[config.mk]
export PLATFORM = sky130hd
export DESIGN_NAME = pmc_power_mode_control
export DESIGN_NICKNAME = d
export VERILOG_FILES = /design/src/pkg/pmc_pkg.sv /design/src/rtl/pmc_apb_slave.sv /design/src/rtl/pmc_cycle_timer.sv /design/src/rtl/pmc_power_mode_control.sv
export SDC_FILE = /design/constraint.sdc
export NUM_CORES = 1
export LEC_CHECK = 0
export ABC_AREA = 1
export ABC_CLOCK_PERIOD_IN_PS = 1500
export BUFFER_PORTS_ARGS = -buffer_cell sky130_fd_sc_hd__buf_2
export CORE_MARGIN = 3
export CORE_UTILIZATION = 44
export DETAILED_ROUTE_END_ITERATION = 8
export PLACE_DENSITY = 0.74
export SLEW_MARGIN = 20
export SYNTH_ARGS = -nofsm -noshare
export SYNTH_HDL_FRONTEND = slang
export SYNTH_SLANG_ARGS = --single-unit
[constraint.sdc]
create_clock -name pclk -period 1.5 [get_ports pclk]
set_input_delay 0.075 -clock pclk [delete_from_list [all_inputs] [get_ports pclk]]
set_output_delay 0.075 -clock pclk [all_outputs]
set_load 0.03 [all_outputs]
[src/pkg/pmc_pkg.sv]
// package with register map, field layout, reset values and timing counts for power mode control
package pmc_pkg;

    // ------------------------------------------------------------
    // register map (byte addresses on apb)
    // ------------------------------------------------------------
    // the documented 87h is a word index; apb sees four times it as the byte address
    localparam logic [11:0] PMC_IDX_POWER_CONTROL = 12'h087;  // power control word index
    localparam logic [11:0] PMC_OFF_POWER_CONTROL = 12'(PMC_IDX_POWER_CONTROL * 4);  // byte addr
    localparam logic [11:0] PMC_OFF_AUX_REGISTER  = 12'h08c;  // aux register, ale off bit
    localparam logic [11:0] PMC_OFF_AUX_REGISTER1 = 12'h090;  // aux register 1
    localparam logic [11:0] PMC_OFF_EVENTS        = 12'h094;  // event inputs, write 1 pulses
    localparam logic [11:0] PMC_OFF_STATUS        = 12'h098;  // mode status, read only

    // ------------------------------------------------------------
    // power control field positions
    // ------------------------------------------------------------
    localparam int PMC_PC_BAUD_DOUBLE = 7;  // baud double
    localparam int PMC_PC_FRAME_SEL   = 6;  // serial frame select
    localparam int PMC_PC_POF         = 5;  // power off flag
    localparam int PMC_PC_WLE         = 4;  // watchdog load enable
    localparam int PMC_PC_GF1         = 3;  // general flag 1
    localparam int PMC_PC_GF0         = 2;  // general flag 0
    localparam int PMC_PC_PD          = 1;  // powerdown select
    localparam int PMC_PC_IDL         = 0;  // idle select

    // aux register fields
    localparam int PMC_AUX_ALE_OFF    = 0;  // addr latch off
    localparam int PMC_AUX1_WDE       = 4;  // watchdog enable bit
    localparam int PMC_AUX1_POWERDOWN_WAKEUP_ENABLE      = 3;  // powerdown wakeup enable

    // event register fields (write one to pulse)
    localparam int PMC_EV_WDT_LOAD    = 0;  // watchdog timer loaded

    // ------------------------------------------------------------
    // reset values; undefined bits 6 and 5 are given zero here
    // ------------------------------------------------------------
    localparam logic [7:0] PMC_PC_RESET   = 8'h00;
    localparam logic [7:0] PMC_AUX_RESET  = 8'h00;
    localparam logic [7:0] PMC_AUX1_RESET = 8'h00;

    // ------------------------------------------------------------
    // timing
    // ------------------------------------------------------------
    localparam int PMC_CLK_NS          = 8;   // pclk period in ns
    localparam int PMC_OSC_PER_MC      = 12;  // oscillator periods per machine cycle
    localparam int PMC_IDLE_RST_MC     = 2;   // machine cycles of ram block on idle reset
    localparam int PMC_IDLE_RST_CYCLES = PMC_IDLE_RST_MC * PMC_OSC_PER_MC;

    // ------------------------------------------------------------
    // types
    // ------------------------------------------------------------
    typedef enum logic [1:0] {
        PMC_NORMAL,
        PMC_IDLE,
        PMC_POWERDOWN,
        PMC_EMULATION
    } pmc_mode_t;

    typedef struct packed {
        logic [11:0] paddr;
        logic        psel;
        logic        penable;
        logic        pwrite;
        logic [31:0] pwdata;
    } pmc_apb_req_t;

    typedef struct packed {
        logic ale_oe_n;        // ale output enable, low drives
        logic ale_out;         // ale level when driven
        logic prog_store_strobe_oe_n;       // program store strobe enable, low drives
        logic port0_float;     // port 0 released
        logic ports_weak_hi;   // other ports weak pull up
    } pmc_pin_ctl_t;

endpackage : pmc_pkg

[src/rtl/pmc_apb_slave.sv]
// apb slave front end: decodes a transfer into one-cycle write and read strobes
`timescale 1ns/1ps
module pmc_apb_slave (
    input  wire logic                  pclk,
    input  wire logic                  presetn,
    input  wire pmc_pkg::pmc_apb_req_t req,
    output logic                       wr_stb,
    output logic                       rd_stb,
    output logic                       pready,
    output logic [11:0]                addr,
    output logic [31:0]                wdata
);
    import pmc_pkg::*;

    logic ready_reg;   // one wait state then ready
    logic ready_next;

    // ------------------------------------------------------------
    // access phase timing
    // ------------------------------------------------------------
    // ready rises in the second access cycle so read data is registered
    always_comb begin
        ready_next = req.psel && req.penable && !ready_reg;
    end

    always_ff @(posedge pclk or negedge presetn) begin
        if (!presetn) begin
            ready_reg <= 1'b0;
        end else begin
            ready_reg <= ready_next;
        end
    end

    assign pready = ready_reg;
    // write strobe fires on the completing edge, read strobe one edge earlier in the wait cycle
    assign wr_stb = req.psel && req.penable && ready_reg && req.pwrite;
    assign rd_stb = req.psel && req.penable && !ready_reg && !req.pwrite;
    assign addr   = req.paddr;
    assign wdata  = req.pwdata;

endmodule : pmc_apb_slave

[src/rtl/pmc_cycle_timer.sv]
// down counter that holds a level for a fixed number of clock cycles after a start pulse
`timescale 1ns/1ps
module pmc_cycle_timer #(
    parameter int CYCLES = 24
) (
    input  wire logic pclk,
    input  wire logic presetn,
    input  wire logic start,
    output logic      busy
);
    import pmc_pkg::*;

    localparam logic [7:0] LOAD = 8'(CYCLES);  // count loaded at start

    logic [7:0] cnt_reg;   // remaining cycles
    logic [7:0] cnt_next;

    // ------------------------------------------------------------
    // counter
    // ------------------------------------------------------------
    always_comb begin
        cnt_next = cnt_reg;
        if (start) begin
            cnt_next = LOAD;
        end else if (cnt_reg != 8'h00) begin
            cnt_next = cnt_reg - 8'h01;
        end
    end

    always_ff @(posedge pclk or negedge presetn) begin
        if (!presetn) begin
            cnt_reg <= 8'h00;
        end else begin
            cnt_reg <= cnt_next;
        end
    end

    assign busy = (cnt_reg != 8'h00);

endmodule : pmc_cycle_timer

[src/rtl/pmc_power_mode_control.sv]
// power control register, idle and powerdown mode logic, emulation entry and ale suppression
//
// The APB slave port is this design's own decision.
`timescale 1ns/1ps
module pmc_power_mode_control #(
    parameter int IDLE_RST_CYCLES = pmc_pkg::PMC_IDLE_RST_CYCLES
) (
    input  wire logic                  pclk,
    input  wire logic                  presetn,
    input  wire logic                  power_on_detect,
    input  wire logic                  idle_hw_reset,
    input  wire logic                  irq_enabled,
    input  wire logic                  ext_irq,
    input  wire logic                  ext_mem_access,
    input  wire logic                  ale_core,
    input  wire logic                  ale_pin_in,
    input  wire logic                  prog_store_strobe_in,
    input  wire logic                  ram_req,
    input  wire logic [1:0]            serial_mode,
    input  wire pmc_pkg::pmc_apb_req_t apb_req,
    output logic [31:0]                prdata,
    output logic                       pready,
    output logic                       pslverr,
    output logic                       ram_grant,
    output logic                       osc_run,
    output logic                       cpu_sleep,
    output logic                       baud_x2,
    output logic                       scon7_is_frame_error,
    output logic                       general_flag_1,
    output logic                       general_flag_0,
    output pmc_pkg::pmc_pin_ctl_t      pin_ctl
);
    import pmc_pkg::*;

    // ------------------------------------------------------------
    // bus front end
    // ------------------------------------------------------------
    logic        wr_stb;   // write completes this edge
    logic        rd_stb;   // read data captured this edge
    logic        bus_ready;
    logic [11:0] addr;
    logic [31:0] wdata;

    pmc_apb_slave u_apb (
        .pclk    (pclk),
        .presetn (presetn),
        .req     (apb_req),
        .wr_stb  (wr_stb),
        .rd_stb  (rd_stb),
        .pready  (bus_ready),
        .addr    (addr),
        .wdata   (wdata)
    );

    // ------------------------------------------------------------
    // register state
    // ------------------------------------------------------------
    logic [7:0]   pc_reg, pc_next;        // power control
    logic [7:0]   aux_reg, aux_next;      // aux register
    logic [7:0]   aux1_reg, aux1_next;    // aux register 1
    pmc_mode_t    mode_reg, mode_next;    // operating mode
    logic         emu_arm_reg, emu_arm_next; // set by reset, ale sampled in first cycle
    logic         first_reg, first_next;  // first cycle after release
    logic [31:0]  rdata_reg, rdata_next;  // registered read data
    logic         err_reg, err_next;      // unmapped access
    logic         ram_block;              // idle reset window
    logic         idle_rst_start;

    // decoded writes
    logic wr_pc, wr_aux, wr_aux1, wr_ev, mapped;
    assign wr_pc   = wr_stb && (addr == PMC_OFF_POWER_CONTROL);
    assign wr_aux  = wr_stb && (addr == PMC_OFF_AUX_REGISTER);
    assign wr_aux1 = wr_stb && (addr == PMC_OFF_AUX_REGISTER1);
    assign wr_ev   = wr_stb && (addr == PMC_OFF_EVENTS);
    assign mapped  = (addr == PMC_OFF_POWER_CONTROL) || (addr == PMC_OFF_AUX_REGISTER)
                  || (addr == PMC_OFF_AUX_REGISTER1) || (addr == PMC_OFF_EVENTS)
                  || (addr == PMC_OFF_STATUS);

    logic wdt_loaded;   // watchdog timer load event
    assign wdt_loaded = wr_ev && wdata[PMC_EV_WDT_LOAD];

    // mode exits from registered state only, so pc_next and mode_next form no loop
    logic idle_exit;   // idle left at this edge
    logic pd_exit;     // powerdown left at this edge
    assign idle_exit = !first_reg && (mode_reg == PMC_IDLE) && (irq_enabled || idle_hw_reset);
    assign pd_exit   = !first_reg && (mode_reg == PMC_POWERDOWN) && ext_irq
                    && aux1_reg[PMC_AUX1_POWERDOWN_WAKEUP_ENABLE];

    // ------------------------------------------------------------
    // idle reset ram block window
    // ------------------------------------------------------------
    // ports stay accessible; only ram is gated during the window
    assign idle_rst_start = idle_hw_reset && (mode_reg == PMC_IDLE);

    pmc_cycle_timer #(
        .CYCLES (IDLE_RST_CYCLES)
    ) u_idle_rst (
        .pclk    (pclk),
        .presetn (presetn),
        .start   (idle_rst_start),
        .busy    (ram_block)
    );

    // ------------------------------------------------------------
    // power control next value
    // ------------------------------------------------------------
    always_comb begin
        pc_next = pc_reg;
        if (wr_pc) begin
            pc_next = wdata[7:0];
            // powerdown write of 1 dropped while watchdog runs
            if (aux1_reg[PMC_AUX1_WDE]) begin
                pc_next[PMC_PC_PD] = pc_reg[PMC_PC_PD];
            end
            // powerdown wins, idle select kept low
            if (pc_next[PMC_PC_PD]) begin
                pc_next[PMC_PC_IDL] = 1'b0;
            end
        end
        // hardware load clears enable; takes priority over the write
        if (wdt_loaded) begin
            pc_next[PMC_PC_WLE] = 1'b0;
        end
        // select bits fall when the mode is left
        if (idle_exit) begin
            pc_next[PMC_PC_IDL] = 1'b0;
        end
        if (pd_exit) begin
            pc_next[PMC_PC_PD] = 1'b0;
        end
        // power on detect is a set, wins over software clear
        if (power_on_detect) begin
            pc_next[PMC_PC_POF] = 1'b1;
        end
    end

    // ------------------------------------------------------------
    // aux registers
    // ------------------------------------------------------------
    always_comb begin
        aux_next  = wr_aux  ? wdata[7:0] : aux_reg;
        aux1_next = wr_aux1 ? wdata[7:0] : aux1_reg;
    end

    // ------------------------------------------------------------
    // mode machine
    // ------------------------------------------------------------
    always_comb begin
        mode_next    = mode_reg;
        emu_arm_next = 1'b0;
        first_next   = 1'b0;
        if (first_reg) begin
            // ale still low at release with prog_store_strobe high enters emulation
            if (emu_arm_reg && !ale_pin_in && prog_store_strobe_in) begin
                mode_next = PMC_EMULATION;
            end
        end else begin
            unique case (mode_reg)
                PMC_NORMAL: begin
                    if (pc_next[PMC_PC_PD]) begin
                        mode_next = PMC_POWERDOWN;
                    end else if (pc_next[PMC_PC_IDL]) begin
                        mode_next = PMC_IDLE;
                    end
                end
                PMC_IDLE: begin
                    if (irq_enabled || idle_hw_reset) begin
                        mode_next = PMC_NORMAL;
                    end
                end
                PMC_POWERDOWN: begin
                    if (ext_irq && aux1_reg[PMC_AUX1_POWERDOWN_WAKEUP_ENABLE]) begin
                        mode_next = PMC_NORMAL;
                    end
                end
                PMC_EMULATION: begin
                    mode_next = PMC_EMULATION;
                end
            endcase
        end
    end

    // ------------------------------------------------------------
    // read mux and error
    // ------------------------------------------------------------
    always_comb begin
        rdata_next = rdata_reg;
        err_next   = 1'b0;
        if (rd_stb) begin
            rdata_next = 32'h0000_0000;
            unique case (addr)
                PMC_OFF_POWER_CONTROL: rdata_next[7:0] = pc_reg;
                PMC_OFF_AUX_REGISTER:  rdata_next[7:0] = aux_reg;
                PMC_OFF_AUX_REGISTER1: rdata_next[7:0] = aux1_reg;
                PMC_OFF_STATUS: begin
                    rdata_next[1:0] = mode_reg;
                    rdata_next[2]   = ram_block;
                end
                default: rdata_next = 32'h0000_0000;
            endcase
        end
        if ((rd_stb || (apb_req.psel && apb_req.penable && !bus_ready)) && !mapped) begin
            err_next = 1'b1;
        end
    end

    // ------------------------------------------------------------
    // state registers; emulation arm set by reset, cleared at the first edge after release
    // ------------------------------------------------------------
    always_ff @(posedge pclk or negedge presetn) begin
        if (!presetn) begin
            pc_reg      <= PMC_PC_RESET;
            aux_reg     <= PMC_AUX_RESET;
            aux1_reg    <= PMC_AUX1_RESET;
            mode_reg    <= PMC_NORMAL;
            emu_arm_reg <= 1'b1;
            first_reg   <= 1'b1;
            rdata_reg   <= 32'h0000_0000;
            err_reg     <= 1'b0;
        end else begin
            pc_reg      <= pc_next;
            aux_reg     <= aux_next;
            aux1_reg    <= aux1_next;
            mode_reg    <= mode_next;
            emu_arm_reg <= emu_arm_next;
            first_reg   <= first_next;
            rdata_reg   <= rdata_next;
            err_reg     <= err_next;
        end
    end

    // ------------------------------------------------------------
    // outputs, all registered
    // ------------------------------------------------------------
    pmc_pin_ctl_t pin_next;
    logic         ram_grant_next, osc_next, sleep_next, baud_next, fe_next;

    always_comb begin
        pin_next = '0;
        if (mode_next == PMC_EMULATION) begin
            pin_next.port0_float   = 1'b1;
            pin_next.ports_weak_hi = 1'b1;
            pin_next.ale_oe_n      = 1'b1;
            pin_next.prog_store_strobe_oe_n     = 1'b1;
        end else begin
            // ale released when off bit set unless external access runs
            pin_next.ale_oe_n = aux_next[PMC_AUX_ALE_OFF] && !ext_mem_access;
            pin_next.ale_out  = ale_core;
        end
        ram_grant_next = ram_req && !ram_block;
        osc_next       = (mode_next != PMC_POWERDOWN);
        sleep_next     = (mode_next == PMC_IDLE) || (mode_next == PMC_POWERDOWN);
        // doubling applies in serial modes 1, 2 and 3 only
        baud_next      = pc_next[PMC_PC_BAUD_DOUBLE] && (serial_mode != 2'b00);
        fe_next        = pc_next[PMC_PC_FRAME_SEL];
    end

    always_ff @(posedge pclk or negedge presetn) begin
        if (!presetn) begin
            pin_ctl              <= '0;
            ram_grant            <= 1'b0;
            osc_run              <= 1'b1;
            cpu_sleep            <= 1'b0;
            baud_x2              <= 1'b0;
            scon7_is_frame_error <= 1'b0;
            general_flag_1       <= 1'b0;
            general_flag_0       <= 1'b0;
        end else begin
            pin_ctl              <= pin_next;
            ram_grant            <= ram_grant_next;
            osc_run              <= osc_next;
            cpu_sleep            <= sleep_next;
            baud_x2              <= baud_next;
            scon7_is_frame_error <= fe_next;
            general_flag_1       <= pc_next[PMC_PC_GF1];
            general_flag_0       <= pc_next[PMC_PC_GF0];
        end
    end

    assign prdata  = rdata_reg;
    assign pready  = bus_ready;
    assign pslverr = err_reg;

    // ------------------------------------------------------------
    // checks
    // ------------------------------------------------------------
    AST_POF_SET: assert property (@(posedge pclk) disable iff (!presetn)
        power_on_detect |=> pc_reg[PMC_PC_POF])
        else $error("power off flag not set after power on");
    AST_PD_WDE: assert property (@(posedge pclk) disable iff (!presetn)
        (aux1_reg[PMC_AUX1_WDE] && !pc_reg[PMC_PC_PD]) |=> !pc_reg[PMC_PC_PD])
        else $error("powerdown set while watchdog enabled");
    AST_PD_WINS: assert property (@(posedge pclk) disable iff (!presetn)
        (mode_reg == PMC_NORMAL && !first_reg && pc_next[PMC_PC_PD]) |=> mode_reg == PMC_POWERDOWN)
        else $error("powerdown not taken");
    AST_WLE_CLR: assert property (@(posedge pclk) disable iff (!presetn)
        wdt_loaded |=> !pc_reg[PMC_PC_WLE])
        else $error("load enable not cleared");
    AST_RAM_BLOCK: assert property (@(posedge pclk) disable iff (!presetn)
        idle_rst_start |=> ##1 !ram_grant [*8])
        else $error("ram granted during idle reset window");
    AST_EMU_STAY: assert property (@(posedge pclk) disable iff (!presetn)
        mode_reg == PMC_EMULATION |=> mode_reg == PMC_EMULATION)
        else $error("emulation left without reset");
    AST_ALE_OFF: assert property (@(posedge pclk) disable iff (!presetn)
        (aux_reg[PMC_AUX_ALE_OFF] && !ext_mem_access && mode_reg != PMC_EMULATION)
        |=> pin_ctl.ale_oe_n)
        else $error("ale driven while off");
    AST_OSC_STOP: assert property (@(posedge pclk) disable iff (!presetn)
        $rose(mode_reg == PMC_POWERDOWN) |-> !osc_run)
        else $error("oscillator runs in powerdown");
    AST_IDLE_EXIT: assert property (@(posedge pclk) disable iff (!presetn)
        (mode_reg == PMC_IDLE && irq_enabled && !first_reg)
        |=> mode_reg == PMC_NORMAL ##0 !pc_reg[PMC_PC_IDL])
        else $error("idle not left on interrupt");

endmodule : pmc_power_mode_control

* Word level (Yosys, flattened, before mapping)
Index checks and enable logic that the tools add are counted.
** Operators by class
- Add/sub/neg operators :: 1
- Eq/ne operators :: 12
- Muxes and demuxes :: 24
- Reduce and logical (&&, ||, !) cells :: 43
** Operators with widths (count)
- $eq A12 B8 Y1 const B :: 4
- $mux W8 :: 3
- $logic_and A1 B1 Y1 :: 23
- $pmux W5 S3 :: 1
- $eq A12 B10 Y1 const B :: 1
- $mux W2 :: 6
- $pmux W3 S4 :: 1
- $mux W1 :: 11
- $eq A2 B2 Y1 const B :: 4
- $pmux W2 S4 :: 1
- $reduce_bool A2 Y1 :: 4
- $reduce_bool A8 Y1 :: 1
- $sub A8 B1 Y8 const B :: 1
- $logic_not A1 Y1 :: 7
- $logic_or A1 B1 Y1 :: 7
- $eq A2 B1 Y1 const B :: 2
- $mux W3 :: 1
- $logic_not A2 Y1 :: 1
- $ne A2 B2 Y1 const B :: 1
** Storage, ports and cells
- Register bits after elaboration :: 57
- Input bits :: 60
- Output and inout port bits :: 46
- Logic and storage cells :: 104

* Logic depth before layout (Yosys ltp)
- Word-level depth :: 14
- Depth in mapped cells :: 12
- Depth with buffers taken out :: 12

* By module
From an unflattened synthesis, not the netlist that was laid out.
** Second synthesis, totals
- Cell total of the unflattened synthesis :: 407
- Area total of the unflattened synthesis :: 3253.1 sq um
** Modules (own cells, without submodules)
- pmc_power_mode_control :: instances 1, cells an instance 289, area each 2354.8 sq um, sequential area each 1078.5 sq um
- pmc_cycle_timer :: instances 1, cells an instance 68, area each 515.5 sq um, sequential area each 200.2 sq um
- pmc_apb_slave :: instances 1, cells an instance 50, area each 382.9 sq um, sequential area each 25.0 sq um

* Worst setup path after synthesis
Ideal clock, no wire load.
- Kind :: reg2reg
- Start point :: register u_apb.ready_reg, in the netlist u_apb.pready
- End point :: register pin_ctl[4] in the netlist's numbering
- Setup time :: 0.124 ns
- Arrival time :: 1.689 ns
- Data required time :: 1.376 ns
- Path slack :: -0.312 ns
- Stages on the path, launching flop included :: 10
- Path buffers :: 0
- Clock period less this slack :: 1.812 ns
- Cells stage by stage :: dfrtp_1 > nand2_1 > nor2_2 > nand3_2 > nand2_1 > nand3_1 > nand2_1 > o21bai_1 > ha_1 > o21bai_1
** RTL lines
- from (decl) :: RTL line pmc_apb_slave.sv:15 : logic ready_reg;
- from (signal assigned) :: RTL line pmc_apb_slave.sv:30 : ready_reg <= ready_next;
- to (signal assigned) :: RTL line pmc_power_mode_control.sv:269 : pin_ctl <= pin_next;
- to (decl) :: RTL line pmc_power_mode_control.sv:31 : output pmc_pkg::pmc_pin_ctl_t pin_ctl

==> results.txt <==
----------------------------------------------------
[Outcome]
  Result of the run ... finished, violations left
  Failing checks ... negative setup slack

[Clocking]
  Clock-pin slew on the worst setup and hold paths ... 100 ps
  CTS sink count ... 52
  Number of levels in the clock H-tree ... 2
  Clock network latency to the later pin of the worst-skew pair ... 310 ps
  TritonCTS clock tree ... done
  Clock root buffer ... sky130_fd_sc_hd__clkbuf_8
  Largest buffer count on any clock path ... 2
  TritonCTS buffer count ... 5

[Critical path]
  Standard cell with the maximum stage delay on the critical path ... sky130_fd_sc_hd__dfrtp_1
  Register-to-Register Path Depth ... 6
  Data required time at the worst endpoint ... 1740 ps
  Worst setup EP type ... flip-flop
  Worst setup path endpoint ... pin_ctl[4]$_DFF_PN0_
  Terminus of the critical flop-to-flop path ... pin_ctl[4]$_DFF_PN0_
  Highest net fanout along the worst path ... 4
  Critical Setup Path Class ... flip-flop to flip-flop
  Peak per-stage delay on the critical path ... between 300 and 400 ps
  RR Startpoint ... mode_reg[0]$_DFF_PN0_
  Reg2reg setup slack ... -80 ps
  Cell chain of the critical path ... buf_4, nor3_1, nand2_2, o21bai_2, ha_2, o21bai_1
  Critical Path Source Type ... flip-flop
  Crit path arrival time ... 1820 ps
  Launch point of the worst path ... mode_reg[0]$_DFF_PN0_

[Logic synthesis]
  Most frequent cells after synthesis ... 106 x sky130_fd_sc_hd__nand2_1, 50 x sky130_fd_sc_hd__dfrtp_1, 43 x sky130_fd_sc_hd__inv_1
  Syn_area_per_cell ... 8.09 um^2
  EDFF count, synth ... 0
  Number of cells produced by synthesis ... 348
  Leading post-synthesis cells by cell area ... sky130_fd_sc_hd__dfrtp_1 44%, sky130_fd_sc_hd__nand2_1 14%, sky130_fd_sc_hd__buf_4 6.9%, sky130_fd_sc_hd__inv_1 5.7%, sky130_fd_sc_hd__nor2_1 3.9%
  Prevailing post-synth register cell ... sky130_fd_sc_hd__dfrtp_1
  Share of the synthesized area in the top cell type ... 44.4%
  Part of the Yosys area used for sequential elements ... 46.3%
  Async SR Flop Fraction ... 100%
  Total of flip-flops plus latches after synthesis ... 52
  Number of warning messages in the yosys log ... 0
  Unique cell type count in the Yosys netlist ... 33
  Post-Syn Area ... ~0.0028 mm^2
  Largest area contributor in the synthesized netlist ... sky130_fd_sc_hd__dfrtp_1
  Most frequent cell after synthesis ... sky130_fd_sc_hd__nand2_1

[Place]
  Post-Place Cells ... 512
  PortBufs ... 57
  Post-placement worst setup slack ... -133 ps
  Post-place instance area ... around 0.0034 mm^2
  Post-detail-place hpwl ... 4.86 mm
  Final weighted congestion in routability-driven placement ... roughly 0.83

[Pwr]
  Cell leakage power ... ~2 nW
  Highest ir drop seen on vdd ... 0.719 mV
  Total power density per cell area ... 993 mW/mm^2

[Drt]
  Overall routed net length ... 6.34 mm
  Initial drt markers ... 106
  Detailed-route via count ... 2510
  Number of remaining DRC errors ... 0
  Post-DR vias/cell ... ~4.7
  Post-detailed-route count of antenna-violating nets ... 0
  Wire per inst ... 11.9 um
  Drt pass-1 iters ... 4

[Floorplanning]
  Overall die width ... 86.0 um
  Die height ... 86.0 um
  IO Count ... 106
  Area of the core region ... roughly 0.006 mm^2
  Die area ... 0.00739 mm^2
  Initial Util ... 46.4%
  Site Rows ... 28

[GRT]
  Pin count of the biggest net entering global routing ... 20
  Overflow after GRT ... 0
  Total routing resource utilization after global routing ... 17.7%
  Initial antenna violation count ... 0
  Number of global-route vias before repair ... 2412
  Wire length of the first global-routing pass ... roughly 10 mm

[Timing]
  Hold violation count in the final report ... 0
  Sum Neg Setup Slack ... -190 ps
  Final period util ... 105%
  Count of final max-slew check failures ... 0
  Post-route worst setup slack ... -79.1 ps
  Setup violations, final ... 3
  Maximum frequency from static timing analysis ... 633 MHz
  Time the final worst path needs with I/O delays and setup ... around 1600 ps
  RSZ-0062 raised after global routing ... yes
  Post-route clock skew ... ~8 ps

[Cells and area]
  ANT cells ... 0
  Final net count ... 523
  Share of final-layout standard cells stronger than drive strength 1 ... 34.6%
  Number of filler cells placed in the layout ... 548
  Post-layout instance count excluding filler cells ... 535
  Layout area overhead ... 31.3%
  Summed area of non-filler cells in the final layout ... 0.00370 mm^2

[Run]
  Max_cap viols ... 0

[Hold path]
  Worst hold path depth ... 3
  Worst Hold Class ... input pin to flip-flop

----------------------------------------------------
[logic make-up after synthesis]
kind of cell             after synthesis  share of synthesized area [%]
other                                  1                          0.133
adder cells (fa/ha/maj)                4                           1.78
AO/OA/AOI/OAI                         39                           8.71
AND/OR/NAND/NOR                      180                           29.5
flip-flops                            52                           46.3
buffers and inverters                 72                           13.6
[worst min-delay path by stage]
stage	start	endpoint	slack [ps]
after detailed placement	presetn	u_idle_rst.cnt_reg[3]$_DFFE_PN0P_	30
final	apb_req[3]	aux1_reg[3]$_DFFE_PN0P_	40
after floorplan	presetn	aux1_reg[0]$_DFFE_PN0P_	-220
after global routing	apb_req[6]	aux1_reg[6]$_DFFE_PN0P_	40
after CTS	apb_req[5]	aux1_reg[5]$_DFFE_PN0P_	30
after global placement	presetn	u_idle_rst.cnt_reg[3]$_DFFE_PN0P_	20
[timing repair]
action	in CTS	in global routing
resized for setup	10	18
setup endpoints to repair	7	12
hold endpoints to repair	19	0
pin swaps	9	9
cloned	0	0
buffers inserted	5	4
hold buffers	7	0
[layout make-up]
cell class | instances | area [um^2] | area share, %
clock buffers | 6 | 72.6 | 1.96
clock inverters | 2 | 38.8 | 1.05
inverters | 43 | 161 | 4.37
multi-input cells | 248 | 1320 | 35.6
flip-flops and latches | 52 | 1310 | 35.3
well taps | 75 | 93.8 | 2.54
repair buffers | 109 | 709 | 19.2
[per-stage QoR]
stage	util [%]	hold WS, ps	total power, mW
global route	61.0	39.3	3.89
detailed placement	55.6	31.9	2.52
floorplan	-	-221	2.23
finish	61.0	36.9	3.67
global placement	55.6	24.9	2.49
CTS	59.6	32.8	3.56
[per-layer routing]
metal / share of wire (%) / up-vias / track usage, %
met4: 1.1 / 0 / 4.89
met3: 6.4 / 5 / 4.51
met1: 44 / 1168 / 22.4
li1: - / 1269 / -
met2: 49 / 68 / 30.1
met5: 0 / - / 0
[placed cells by master (no fill, tap or decap), types with 3 or more instances in the layout]
cell | Yosys | layout
sky130_fd_sc_hd__nand4_1 | 7 | 7
sky130_fd_sc_hd__nor2_4 | 4 | 6
sky130_fd_sc_hd__a21oi_1 | 6 | 5
sky130_fd_sc_hd__o21ai_2 | 8 | 8
sky130_fd_sc_hd__buf_4 | 26 | 43
sky130_fd_sc_hd__inv_2 | 0 | 3
sky130_fd_sc_hd__nand3_2 | 4 | 5
sky130_fd_sc_hd__dfrtp_1 | 50 | 49
sky130_fd_sc_hd__nor2_1 | 29 | 27
sky130_fd_sc_hd__nor3_1 | 5 | 4
sky130_fd_sc_hd__nor2_2 | 3 | 3
sky130_fd_sc_hd__nand2_2 | 1 | 9
sky130_fd_sc_hd__dlygate4sd3_1 | 0 | 7
sky130_fd_sc_hd__buf_2 | 0 | 57
sky130_fd_sc_hd__conb_1 | 1 | 25
sky130_fd_sc_hd__inv_1 | 43 | 40
sky130_fd_sc_hd__nand2_1 | 106 | 97
sky130_fd_sc_hd__o21ai_1 | 1 | 3
sky130_fd_sc_hd__clkbuf_8 | 0 | 5
sky130_fd_sc_hd__o21ai_0 | 16 | 14
sky130_fd_sc_hd__nand3_1 | 14 | 12
[critical path: cells and delay by family, from the launching register on]
family	cells	cell delay (ps)
simple gates	2	480
flops	1	390
compound gates	2	280
fa+ha+maj	1	210
buf+inv	1	150
[power by group]
group          switching, mW  internal [mW]
registers             0.0707           1.54
clock network          0.473          0.504
logic                  0.628          0.452
total                   1.17           2.50
(Power assumes the default switching activity.)
